**src/rtl/fcp_map.vh**
```
// Register map, op codes, bus codes and timing constants of the flash command sequencer
//
// Function
// - Array-read bank answers plain reads
// - Reset command F0 leaves autoselect or status
// - Autoselect reads use bank address, id over three
// - Secure region entry and exit command sequences
// - Lock-bit program, verify bit zero, retry
// - Secure protection bit program and status
// - Erase all lock bits, verify zero, retry
// - Wait 1.2 ms between fourth and fifth cycle
// - Issue reset before retrying erase all
// - Freeze command 78, status 58 reads bit one
`ifndef FCP_MAP_VH
`define FCP_MAP_VH

// Software register byte offsets
`define FCP_REG_CMD 5'h00
`define FCP_REG_ADDR 5'h04
`define FCP_REG_DATA 5'h08
`define FCP_REG_STATUS 5'h0C
`define FCP_REG_RDATA 5'h10
`define FCP_REG_CTRL 5'h14

// Status bit positions
`define FCP_ST_BUSY 0
`define FCP_ST_DONE 1
`define FCP_ST_VFAIL 2
`define FCP_ST_REFUSED 3
`define FCP_ST_SECURE 4
`define FCP_ST_SUSP 5
`define FCP_ST_ERASE 6

// Operation codes written to the command register
`define FCP_OP_READ 5'h00
`define FCP_OP_RESET 5'h01
`define FCP_OP_PROG 5'h02
`define FCP_OP_SERASE 5'h03
`define FCP_OP_SUSPEND 5'h04
`define FCP_OP_RESUME 5'h05
`define FCP_OP_QUERY 5'h06
`define FCP_OP_AUTOSEL 5'h07
`define FCP_OP_SEC_ENTRY 5'h08
`define FCP_OP_SEC_EXIT 5'h09
`define FCP_OP_LOCK_PROG 5'h0A
`define FCP_OP_LOCK_STAT 5'h0B
`define FCP_OP_LOCK_ERASE 5'h0C
`define FCP_OP_FREEZE 5'h0D
`define FCP_OP_FREEZE_STAT 5'h0E
`define FCP_OP_SECP_PROG 5'h0F
`define FCP_OP_SECP_STAT 5'h10

// Step kinds and address selectors of the cycle table
`define FCP_K_END 2'h0
`define FCP_K_WR 2'h1
`define FCP_K_RD 2'h2
`define FCP_K_WAIT 2'h3
`define FCP_A_555 3'h0
`define FCP_A_2AA 3'h1
`define FCP_A_B555 3'h2
`define FCP_A_TGT 3'h3
`define FCP_A_LOCK 3'h4
`define FCP_A_SECL 3'h5
`define FCP_A_B055 3'h6
`define FCP_A_ZERO 3'h7

// Flash bus codes
`define FCP_LO_555 12'h555
`define FCP_LO_2AA 12'h2AA
`define FCP_LO_055 12'h055
`define FCP_LOCK_LO 8'h02
`define FCP_SECL_LO 8'h1A

// Timing
`define FCP_CLK_MHZ 25
`define FCP_ERASE_GAP_US 1200
`define FCP_WE_LOW_CYC 2
`define FCP_RD_CYC 5
`define FCP_MAX_RETRY 3

`endif

```
**src/rtl/fcp_sequencer.v**
```verilog
// Host-side command sequencer driving a parallel NOR flash through its pins
`timescale 1ns/100ps
`default_nettype none
`include "fcp_map.vh"

module fcp_sequencer #(
    parameter AW = 21,
    parameter [31:0] ERASE_GAP_CYC = `FCP_ERASE_GAP_US * `FCP_CLK_MHZ,
    parameter [3:0] MAX_RETRY = 4'd`FCP_MAX_RETRY
) (
    input wire clk,
    input wire sys_rst,
    input wire [4:0] reg_addr,
    input wire [31:0] reg_wdata,
    input wire reg_wr,
    input wire reg_rd,
    output reg [31:0] reg_rdata,
    output reg [AW-1:0] flash_addr,
    output reg [15:0] flash_dq_o,
    output reg flash_dq_oe,
    input wire [15:0] flash_dq_i,
    output reg flash_ce_n,
    output reg flash_we_n,
    output reg flash_oe_n,
    output reg flash_reset_n
);

    // ------------------------------------------------------------
    // Declarations
    // ------------------------------------------------------------
    localparam [2:0] S_IDLE = 3'h0;
    localparam [2:0] S_FETCH = 3'h1;
    localparam [2:0] S_WSETUP = 3'h2;
    localparam [2:0] S_WLOW = 3'h3;
    localparam [2:0] S_WHOLD = 3'h4;
    localparam [2:0] S_RLOW = 3'h5;
    localparam [2:0] S_WGAP = 3'h6;
    localparam [2:0] S_CHECK = 3'h7;
    localparam [15:0] GAP_LOAD = ERASE_GAP_CYC[15:0] - 16'h0001;
    localparam [15:0] WE_LOAD = 16'd`FCP_WE_LOW_CYC - 16'd1;
    localparam [15:0] RD_LOAD = 16'd`FCP_RD_CYC - 16'd1;

    reg [2:0] state_r; // Sequencer state
    reg [2:0] state_nxt; // Next sequencer state
    reg [4:0] op_r; // Operation in progress
    reg [2:0] idx_r; // Step within the operation
    reg [15:0] cnt_r; // Pulse and gap counter
    reg [3:0] retry_r; // Verify retries spent
    reg rst_first_r; // Insert a reset write before step zero
    reg [AW-1:0] tgt_r; // Target address register
    reg [15:0] data_r; // Program data register
    reg [15:0] rdata_r; // Last word read from the flash
    reg [15:0] dq_s1_r; // Pin synchroniser, first stage
    reg [15:0] dq_s2_r; // Pin synchroniser, second stage
    reg done_r; // Sticky: an operation finished
    reg vfail_r; // Sticky: verify failed after all retries
    reg refused_r; // Sticky: a command was refused
    reg secure_r; // Secure region mapped in
    reg susp_r; // Erase suspended
    reg erase_r; // Sector erase launched
    reg hw_reset_r; // Software holds the reset pin low
    reg [12:0] step; // Current table step
    reg [AW-1:0] amux; // Address for the current step
    wire [1:0] kind; // Kind field of the step
    wire [2:0] asel; // Address selector of the step
    wire [7:0] dbyte; // Command byte of the step
    wire [AW-13:0] bank; // Bank and sector bits above A11
    wire cmd_wr; // Software writes the command register
    wire refuse; // New command is not legal now
    wire need_one; // Final read must show bit zero set
    wire need_zero; // Final read must show bit zero clear
    wire verify_bad; // Final read disagrees with the goal
    wire finish; // Operation reaches its end step
    wire clr_wr; // Software writes the status register

    // ------------------------------------------------------------
    // Cycle table
    // ------------------------------------------------------------
    // Each operation is a list of {kind, address selector, byte}
    function [12:0] fcp_step;
        input [4:0] op;
        input [2:0] idx;
        reg unl;
        begin
            fcp_step = {`FCP_K_END, `FCP_A_ZERO, 8'h00};
            unl = (op == `FCP_OP_PROG) || (op == `FCP_OP_SERASE) || (op >= `FCP_OP_AUTOSEL);
            if (unl && idx == 3'd0)
                fcp_step = {`FCP_K_WR, `FCP_A_555, 8'hAA};
            else if (unl && idx == 3'd1)
                fcp_step = {`FCP_K_WR, `FCP_A_2AA, 8'h55};
            else
            begin
                case ({op, idx})
                    {`FCP_OP_READ, 3'd0}: fcp_step = {`FCP_K_RD, `FCP_A_TGT, 8'h00};
                    {`FCP_OP_RESET, 3'd0}: fcp_step = {`FCP_K_WR, `FCP_A_ZERO, 8'hF0};
                    {`FCP_OP_PROG, 3'd2}: fcp_step = {`FCP_K_WR, `FCP_A_555, 8'hA0};
                    {`FCP_OP_PROG, 3'd3}: fcp_step = {`FCP_K_WR, `FCP_A_TGT, 8'h00};
                    {`FCP_OP_SERASE, 3'd2}: fcp_step = {`FCP_K_WR, `FCP_A_555, 8'h80};
                    {`FCP_OP_SERASE, 3'd3}: fcp_step = {`FCP_K_WR, `FCP_A_555, 8'hAA};
                    {`FCP_OP_SERASE, 3'd4}: fcp_step = {`FCP_K_WR, `FCP_A_2AA, 8'h55};
                    {`FCP_OP_SERASE, 3'd5}: fcp_step = {`FCP_K_WR, `FCP_A_TGT, 8'h30};
                    {`FCP_OP_SUSPEND, 3'd0}: fcp_step = {`FCP_K_WR, `FCP_A_B555, 8'hB0};
                    {`FCP_OP_RESUME, 3'd0}: fcp_step = {`FCP_K_WR, `FCP_A_B555, 8'h30};
                    {`FCP_OP_QUERY, 3'd0}: fcp_step = {`FCP_K_WR, `FCP_A_B055, 8'h98};
                    {`FCP_OP_AUTOSEL, 3'd2}: fcp_step = {`FCP_K_WR, `FCP_A_B555, 8'h90};
                    {`FCP_OP_AUTOSEL, 3'd3}: fcp_step = {`FCP_K_RD, `FCP_A_TGT, 8'h00};
                    {`FCP_OP_SEC_ENTRY, 3'd2}: fcp_step = {`FCP_K_WR, `FCP_A_555, 8'h88};
                    {`FCP_OP_SEC_EXIT, 3'd2}: fcp_step = {`FCP_K_WR, `FCP_A_555, 8'h90};
                    {`FCP_OP_SEC_EXIT, 3'd3}: fcp_step = {`FCP_K_WR, `FCP_A_ZERO, 8'h00};
                    {`FCP_OP_LOCK_PROG, 3'd2}: fcp_step = {`FCP_K_WR, `FCP_A_555, 8'h60};
                    {`FCP_OP_LOCK_PROG, 3'd3}: fcp_step = {`FCP_K_WR, `FCP_A_LOCK, 8'h68};
                    {`FCP_OP_LOCK_PROG, 3'd4}: fcp_step = {`FCP_K_WR, `FCP_A_LOCK, 8'h48};
                    {`FCP_OP_LOCK_PROG, 3'd5}: fcp_step = {`FCP_K_RD, `FCP_A_LOCK, 8'h00};
                    {`FCP_OP_LOCK_STAT, 3'd2}: fcp_step = {`FCP_K_WR, `FCP_A_B555, 8'h90};
                    {`FCP_OP_LOCK_STAT, 3'd3}: fcp_step = {`FCP_K_RD, `FCP_A_LOCK, 8'h00};
                    {`FCP_OP_LOCK_ERASE, 3'd2}: fcp_step = {`FCP_K_WR, `FCP_A_555, 8'h60};
                    {`FCP_OP_LOCK_ERASE, 3'd3}: fcp_step = {`FCP_K_WR, `FCP_A_LOCK, 8'h60};
                    {`FCP_OP_LOCK_ERASE, 3'd4}: fcp_step = {`FCP_K_WAIT, `FCP_A_ZERO, 8'h00};
                    {`FCP_OP_LOCK_ERASE, 3'd5}: fcp_step = {`FCP_K_WR, `FCP_A_TGT, 8'h40};
                    {`FCP_OP_LOCK_ERASE, 3'd6}: fcp_step = {`FCP_K_RD, `FCP_A_LOCK, 8'h00};
                    {`FCP_OP_FREEZE, 3'd2}: fcp_step = {`FCP_K_WR, `FCP_A_555, 8'h78};
                    {`FCP_OP_FREEZE_STAT, 3'd2}: fcp_step = {`FCP_K_WR, `FCP_A_B555, 8'h58};
                    {`FCP_OP_FREEZE_STAT, 3'd3}: fcp_step = {`FCP_K_RD, `FCP_A_TGT, 8'h00};
                    {`FCP_OP_SECP_PROG, 3'd2}: fcp_step = {`FCP_K_WR, `FCP_A_555, 8'h60};
                    {`FCP_OP_SECP_PROG, 3'd3}: fcp_step = {`FCP_K_WR, `FCP_A_SECL, 8'h68};
                    {`FCP_OP_SECP_PROG, 3'd4}: fcp_step = {`FCP_K_WR, `FCP_A_SECL, 8'h48};
                    {`FCP_OP_SECP_PROG, 3'd5}: fcp_step = {`FCP_K_RD, `FCP_A_SECL, 8'h00};
                    {`FCP_OP_SECP_STAT, 3'd2}: fcp_step = {`FCP_K_WR, `FCP_A_555, 8'h60};
                    {`FCP_OP_SECP_STAT, 3'd3}: fcp_step = {`FCP_K_WR, `FCP_A_SECL, 8'h48};
                    {`FCP_OP_SECP_STAT, 3'd4}: fcp_step = {`FCP_K_RD, `FCP_A_SECL, 8'h00};
                    default: fcp_step = {`FCP_K_END, `FCP_A_ZERO, 8'h00};
                endcase
            end
        end
    endfunction

    // ------------------------------------------------------------
    // Step decode and address forming
    // ------------------------------------------------------------
    assign bank = tgt_r[AW-1:12];
    assign kind = step[12:11];
    assign asel = step[10:8];
    assign dbyte = step[7:0];

    // Pick the step, a reset write overrides when a retry needs one
    always @*
    begin
        if (rst_first_r)
            step = {`FCP_K_WR, `FCP_A_ZERO, 8'hF0};
        else
            step = fcp_step(op_r, idx_r);
    end

    // Unlock cycles drive zeros above A11; bank-addressed steps drive the bank bits there
    always @*
    begin
        case (asel)
            `FCP_A_555: amux = {{(AW-12){1'b0}}, `FCP_LO_555};
            `FCP_A_2AA: amux = {{(AW-12){1'b0}}, `FCP_LO_2AA};
            `FCP_A_B555: amux = {bank, `FCP_LO_555};
            `FCP_A_TGT: amux = tgt_r;
            `FCP_A_LOCK: amux = {bank, 4'h0, `FCP_LOCK_LO};
            `FCP_A_SECL: amux = {{(AW-8){1'b0}}, `FCP_SECL_LO};
            `FCP_A_B055: amux = {bank, `FCP_LO_055};
            default: amux = {AW{1'b0}};
        endcase
    end

    // ------------------------------------------------------------
    // Command acceptance and verify
    // ------------------------------------------------------------
    assign cmd_wr = reg_wr && (reg_addr == `FCP_REG_CMD);
    assign clr_wr = reg_wr && (reg_addr == `FCP_REG_STATUS);
    // Suspend, resume and query are only legal in the right mode
    assign refuse = (state_r != S_IDLE) || hw_reset_r
        || ((reg_wdata[4:0] == `FCP_OP_SUSPEND) && (!erase_r || susp_r))
        || ((reg_wdata[4:0] == `FCP_OP_RESUME) && !susp_r)
        || ((reg_wdata[4:0] == `FCP_OP_QUERY) && erase_r && !susp_r)
        || (reg_wdata[4:0] > `FCP_OP_SECP_STAT);
    assign need_one = (op_r == `FCP_OP_LOCK_PROG) || (op_r == `FCP_OP_SECP_PROG);
    assign need_zero = (op_r == `FCP_OP_LOCK_ERASE);
    assign verify_bad = (need_one && !rdata_r[0]) || (need_zero && rdata_r[0]);
    assign finish = (state_r == S_FETCH) && (kind == `FCP_K_END);

    // ------------------------------------------------------------
    // Next state
    // ------------------------------------------------------------
    always @*
    begin
        state_nxt = state_r;
        case (state_r)
            S_IDLE:
                if (cmd_wr && !refuse)
                    state_nxt = S_FETCH;
            S_FETCH:
                case (kind)
                    `FCP_K_WR: state_nxt = S_WSETUP;
                    `FCP_K_RD: state_nxt = S_RLOW;
                    `FCP_K_WAIT: state_nxt = S_WGAP;
                    default: state_nxt = S_IDLE;
                endcase
            S_WSETUP: state_nxt = S_WLOW;
            S_WLOW:
                if (cnt_r == 16'h0000)
                    state_nxt = S_WHOLD;
            S_WHOLD: state_nxt = S_FETCH;
            S_RLOW:
                if (cnt_r == 16'h0000)
                    state_nxt = S_CHECK;
            S_WGAP:
                if (cnt_r == 16'h0000)
                    state_nxt = S_FETCH;
            S_CHECK: state_nxt = S_FETCH;
            default: state_nxt = S_IDLE;
        endcase
    end

    // ------------------------------------------------------------
    // Sequencer registers
    // ------------------------------------------------------------
    // Walk the table; address set before the strobe falls, data held past its rise
    always @(posedge clk or posedge sys_rst)
    begin
        if (sys_rst)
        begin
            state_r <= S_IDLE;
            op_r <= 5'h00;
            idx_r <= 3'h0;
            cnt_r <= 16'h0000;
            retry_r <= 4'h0;
            rst_first_r <= 1'b0;
            rdata_r <= 16'h0000;
            flash_addr <= {AW{1'b0}};
            flash_dq_o <= 16'h0000;
        end
        else
        begin
            state_r <= state_nxt;
            case (state_r)
                S_IDLE:
                    if (cmd_wr && !refuse)
                    begin
                        op_r <= reg_wdata[4:0];
                        idx_r <= 3'h0;
                        retry_r <= 4'h0;
                        rst_first_r <= 1'b0;
                    end
                S_FETCH:
                begin
                    flash_addr <= amux;
                    // Program data travels full width, commands in the low byte
                    if (op_r == `FCP_OP_PROG && idx_r == 3'd3 && !rst_first_r)
                        flash_dq_o <= data_r;
                    else
                        flash_dq_o <= {8'h00, dbyte};
                    if (kind == `FCP_K_WAIT)
                        cnt_r <= GAP_LOAD;
                    else if (kind == `FCP_K_RD)
                        cnt_r <= RD_LOAD;
                    else
                        cnt_r <= WE_LOAD;
                end
                S_WLOW, S_RLOW:
                begin
                    if (cnt_r != 16'h0000)
                        cnt_r <= cnt_r - 16'h0001;
                    if (state_r == S_RLOW && cnt_r == 16'h0000)
                        rdata_r <= dq_s2_r;
                end
                S_WGAP:
                    if (cnt_r != 16'h0000)
                        cnt_r <= cnt_r - 16'h0001;
                    else
                        idx_r <= idx_r + 3'd1;
                S_WHOLD:
                    // The injected reset does not consume a table step
                    if (rst_first_r)
                        rst_first_r <= 1'b0;
                    else
                        idx_r <= idx_r + 3'd1;
                S_CHECK:
                    // Reissue the whole sequence while retries remain
                    if (verify_bad && retry_r < MAX_RETRY)
                    begin
                        retry_r <= retry_r + 4'h1;
                        idx_r <= 3'h0;
                        rst_first_r <= need_zero;
                    end
                    else
                        idx_r <= idx_r + 3'd1;
                default:
                    idx_r <= idx_r;
            endcase
        end
    end

    // ------------------------------------------------------------
    // Flash strobes
    // ------------------------------------------------------------
    // Strobes come from flip-flops decoded from the next state
    always @(posedge clk or posedge sys_rst)
    begin
        if (sys_rst)
        begin
            flash_ce_n <= 1'b1;
            flash_we_n <= 1'b1;
            flash_oe_n <= 1'b1;
            flash_dq_oe <= 1'b0;
            flash_reset_n <= 1'b0;
        end
        else
        begin
            flash_ce_n <= !((state_nxt == S_WSETUP) || (state_nxt == S_WLOW)
                || (state_nxt == S_WHOLD) || (state_nxt == S_RLOW));
            flash_we_n <= (state_nxt != S_WLOW);
            flash_oe_n <= (state_nxt != S_RLOW);
            flash_dq_oe <= (state_nxt == S_WSETUP) || (state_nxt == S_WLOW)
                || (state_nxt == S_WHOLD);
            flash_reset_n <= !hw_reset_r;
        end
    end

    // Two-stage synchroniser for the data pins
    always @(posedge clk or posedge sys_rst)
    begin
        if (sys_rst)
        begin
            dq_s1_r <= 16'h0000;
            dq_s2_r <= 16'h0000;
        end
        else
        begin
            dq_s1_r <= flash_dq_i;
            dq_s2_r <= dq_s1_r;
        end
    end

    // ------------------------------------------------------------
    // Software registers and mode tracking
    // ------------------------------------------------------------
    // Sticky flags: a set in the same cycle as a clear wins
    always @(posedge clk or posedge sys_rst)
    begin
        if (sys_rst)
        begin
            tgt_r <= {AW{1'b0}};
            data_r <= 16'h0000;
            hw_reset_r <= 1'b0;
            done_r <= 1'b0;
            vfail_r <= 1'b0;
            refused_r <= 1'b0;
            secure_r <= 1'b0;
            susp_r <= 1'b0;
            erase_r <= 1'b0;
        end
        else
        begin
            if (reg_wr && reg_addr == `FCP_REG_ADDR)
                tgt_r <= reg_wdata[AW-1:0];
            if (reg_wr && reg_addr == `FCP_REG_DATA)
                data_r <= reg_wdata[15:0];
            if (reg_wr && reg_addr == `FCP_REG_CTRL)
                hw_reset_r <= reg_wdata[0];
            done_r <= finish || (done_r && !(clr_wr && reg_wdata[`FCP_ST_DONE]));
            vfail_r <= (state_r == S_CHECK && verify_bad && retry_r >= MAX_RETRY)
                || (vfail_r && !(clr_wr && reg_wdata[`FCP_ST_VFAIL]));
            refused_r <= (cmd_wr && refuse)
                || (refused_r && !(clr_wr && reg_wdata[`FCP_ST_REFUSED]));
            // Modes follow the completed sequences and the reset pin
            if (hw_reset_r)
            begin
                secure_r <= 1'b0;
                susp_r <= 1'b0;
                erase_r <= 1'b0;
            end
            else if (reg_wr && reg_addr == `FCP_REG_CTRL && reg_wdata[1])
            begin
                susp_r <= 1'b0;
                erase_r <= 1'b0;
            end
            else if (finish)
            begin
                if (op_r == `FCP_OP_SEC_ENTRY)
                    secure_r <= 1'b1;
                if (op_r == `FCP_OP_SEC_EXIT || op_r == `FCP_OP_RESET)
                    secure_r <= 1'b0;
                if (op_r == `FCP_OP_SERASE)
                    erase_r <= 1'b1;
                if (op_r == `FCP_OP_SUSPEND)
                    susp_r <= 1'b1;
                if (op_r == `FCP_OP_RESUME)
                    susp_r <= 1'b0;
            end
        end
    end

    // Read data stand one cycle after the strobe; unmapped reads give zero
    always @(posedge clk or posedge sys_rst)
    begin
        if (sys_rst)
            reg_rdata <= 32'h00000000;
        else if (reg_rd)
        begin
            case (reg_addr)
                `FCP_REG_ADDR: reg_rdata <= {{(32-AW){1'b0}}, tgt_r};
                `FCP_REG_DATA: reg_rdata <= {16'h0000, data_r};
                `FCP_REG_STATUS: reg_rdata <= {20'h00000, retry_r, 1'b0, erase_r, susp_r,
                    secure_r, refused_r, vfail_r, done_r, (state_r != S_IDLE)};
                `FCP_REG_RDATA: reg_rdata <= {16'h0000, rdata_r};
                `FCP_REG_CTRL: reg_rdata <= {31'h00000000, hw_reset_r};
                default: reg_rdata <= 32'h00000000;
            endcase
        end
        else
            reg_rdata <= 32'h00000000;
    end

endmodule
`default_nettype wire

```
**config.mk**
```make
export PLATFORM = sky130hd
export DESIGN_NAME = fcp_sequencer
export DESIGN_NICKNAME = d
export VERILOG_FILES = /design/src/rtl/fcp_sequencer.v
export VERILOG_INCLUDE_DIRS = /design/src /design/src/rtl
export SDC_FILE = /design/constraint.sdc
export NUM_CORES = 1
export LEC_CHECK = 0
export ABC_AREA = 1
export BUFFER_PORTS_ARGS = -buffer_cell sky130_fd_sc_hd__buf_4
export CORE_MARGIN = 1.5
export CORE_UTILIZATION = 50
export CTS_BUF_LIST = sky130_fd_sc_hd__clkbuf_16
export CTS_CLUSTER_DIAMETER = 150
export CTS_CLUSTER_SIZE = 10
export DETAILED_ROUTE_END_ITERATION = 8
export PLACE_DENSITY = 0.76
export RECOVER_POWER = 25
export SLEW_MARGIN = 40
export SYNTH_ARGS = -nofsm -noshare
export SYNTH_HDL_FRONTEND = slang
export SYNTH_SLANG_ARGS = --single-unit
export TNS_END_PERCENT = 30
```
**constraint.sdc**
```tcl
create_clock -name clk -period 7.9 [get_ports clk]
set_clock_uncertainty 0.15 [all_clocks]
set_input_delay 2.37 -clock clk [delete_from_list [all_inputs] [get_ports clk]]
set_output_delay 2.37 -clock clk [all_outputs]
set_load 0.03 [all_outputs]
```
==> impl_metrics.ini <==
[worst_setup_path]
critPathCaptureType = async pin
worstPathRequired_ps = 8260
worst-endpoint-arrival_ps = 5690
criticalPathCategory = in2async
start_kind = input pin
critPathMaxFanout = 95

[logic_synthesis]
syn_avg_cell_area_um2 = 8.19
synth_edf_count = 0
ys.flop_type = dfrtp_1
synth_cells = 1056
syn-cell-area_um2 = 8650
synth.ff_latch_count = 187
synth.distinct_cells = 45
ys_warn_count = 0
ys_seq_area_frac = 0.542
async_reset_ff_frac = 1.00

[sta]
finalCritPeriodShare = 0.675
setup_viol = 0
fmax_mhz = 187
slew-limit-headroom = -1.76
finalMaxSlewViolations = 96
hold_viol_final = 0
finalCriticalPeriod_ps = 5340
grt_setup_unrepaired = no
worst_slew_pin_slew_ps = 4120
fin_setup_tns_ps = 0

[finish]
stdcell_count = 1397
area_delta_synth_final_pct = 18.0
fill_cells = 1471
drive_gt1_frac = 0.155
antenna_cells = 0
layout_commonest_cell = nand2_1
final_cell_mix = nand2_1, dfrtp_1, inv_1, nor2_1, buf_4
final_nets = 1228

[clock_tree]
numCtsBuffers = 17
cts_tree = built
cts_sinks = 187
path_clk_slew_ps = 80
cts.repair.resized = 0
clockBufferDepth = 2
htree_levels = 4
clockRootBuffer = clkbuf_16
post_cts_buffers = 0
ctsHoldBuffers = 0
clk-insertion-delay-late_ps = 440

[run_status]
violations = max-capacitance violations, max-slew violations
outcome = finished with violations

[global_route]
grt_max_degree = 96
grt_usage = 0.256
antenna_found_initial = 0
grt_pass1_wl_mm = 35.7
overflow = 0
grt_pass1_vias = 7022

[detailed_routing]
routed_wl_mm = 22.2
first_iter_violations = 787
drcViolationCount = 0
vias_per_cell = 5.32
routedWlPerCell_um = 15.9
drtPass1Iterations = 7
routed-via-count = 7439
drtAntennaViolNets = 0

[power]
pwr-share-clk = 0.240
combPwrFrac = 0.374
p_leak_nw = 5.42
p_per_area_nw_per_um2 = 338
total_power_w = 0.00345
p_sw_w = 0.00145
power_switching_share = 0.421
p_int_w = 0.00200
p_seq_frac = 0.386
peakVddDrop_mv = 0.207

[floorplanning]
core_um2 = 16800
boundaryPins = 131
dieWidth_um = 135
die_y_um = 135
std_cell_rows = 47
fp.dieArea_um2 = 18100
initial_core_util = 0.516

[placement]
io_buffers = 108
dp_hpwl_mm = 15.9
place_congestion = 0.918
placed_cells = 1365

[run]
cap_violations = 1

[worst_hold_path]
hold_class = reg2reg
==> power by group through the flow <==
stage	registers, W	logic [W]	clock network [W]
final	0.00133	0.00129	0.000829
after global routing	0.00135	0.00144	0.000881
after CTS	0.00133	0.00129	0.000839
after detailed placement	0.00134	0.00128	0
after global placement	0.00134	0.00125	0
after floorplan	0.00143	0.000816	0
==> cell families after synthesis <==
logic type | count (synthesis) | share of synthesized area
simple gates | 512 | 0.247
buf+inv | 168 | 0.0783
other cells | 1 | 0.000434
fa+ha+maj | 7 | 0.0101
compound gates | 176 | 0.118
flops | 187 | 0.542
xor+xnor | 5 | 0.00506
==> synth_stat cells (all sizes together) (5+ instances only) <==
master	number	share of area
nor2	116	0.054
a221oi	12	0.012
buf	13	0.011
clkbuf	21	0.0091
nand2	309	0.14
ha	7	0.010
nor4	7	0.0051
o21ai	91	0.053
nand3	53	0.032
nand4	6	0.0043
a31oi	7	0.0051
dfrtp	184	0.53
inv	133	0.058
o211ai	5	0.0043
o22ai	8	0.0058
nor3	16	0.010
a21oi	35	0.021
==> state kept, by name (all words and copies together), names as in the netlist, 3 cells and up <==
register    count
dq_s2_r        16
reg_rdata      21
op_r            5
tgt_r          21
state_r         3
retry_r         4
cnt_r          16
idx_r           3
dq_s1_r        16
flash_dq_o     16
data_r         16
rdata_r        16
flash_addr     21
==> area by class of cell <==
type	count	area [µm²]	area share
Inverter	134	505	0.0495
Multi-Input combinational cell	711	3320	0.325
Tap cell	220	275	0.0270
Clock buffer	17	425	0.0417
Clock inverter	15	153	0.0150
Timing Repair Buffer	113	845	0.0827
Sequential cell	187	4680	0.459
==> layer usage <==
| layer | global-route usage | wire (µm) |
|---|---|---|
| met2 | 0.395 | 10100 |
| met5 | 0 | 0 |
| met4 | 0.0908 | 511 |
| met3 | 0.0473 | 1460 |
| met1 | 0.365 | 10100 |
==> stage by stage <==
step / setup slack (ps) / utilization / hold slack [ps] / cell area, µm²
6_report: 2560 / 0.609 / 198 / 10200
5_1_grt: 1860 / 0.609 / 210 / 10200
4_1_cts: 3550 / 0.610 / 201 / 10200
3_5_place_dp: 3110 / 0.576 / 185 / 9650
3_3_place_gp: 3160 / 0.575 / 183 / 9640
2_1_floorplan: 300 / - / 181 / 8690
==> worst paths after layout <==
check	startpoint	endpoint	slack (ps)	depth (start not counted)
max	sys_rst	flash_addr[4]	2560	3
min	dq_s1_r[8]	dq_s2_r[8]	200	0
max reg2reg	state_r[2]	cnt_r[15]	4740	13
min reg2reg	dq_s1_r[8]	dq_s2_r[8]	200	0
max in group clk	reg_wdata[0]	idx_r[0]	3580	12
min in group asynchronous	sys_rst	flash_reset_n	3020	2
==> critical path, cell delays in order <==
cell	delay, ps
clkbuf_4	110
clkinvlp_2	2290
buf_4	840
Note: power is estimated with default switching activity, not from simulation.
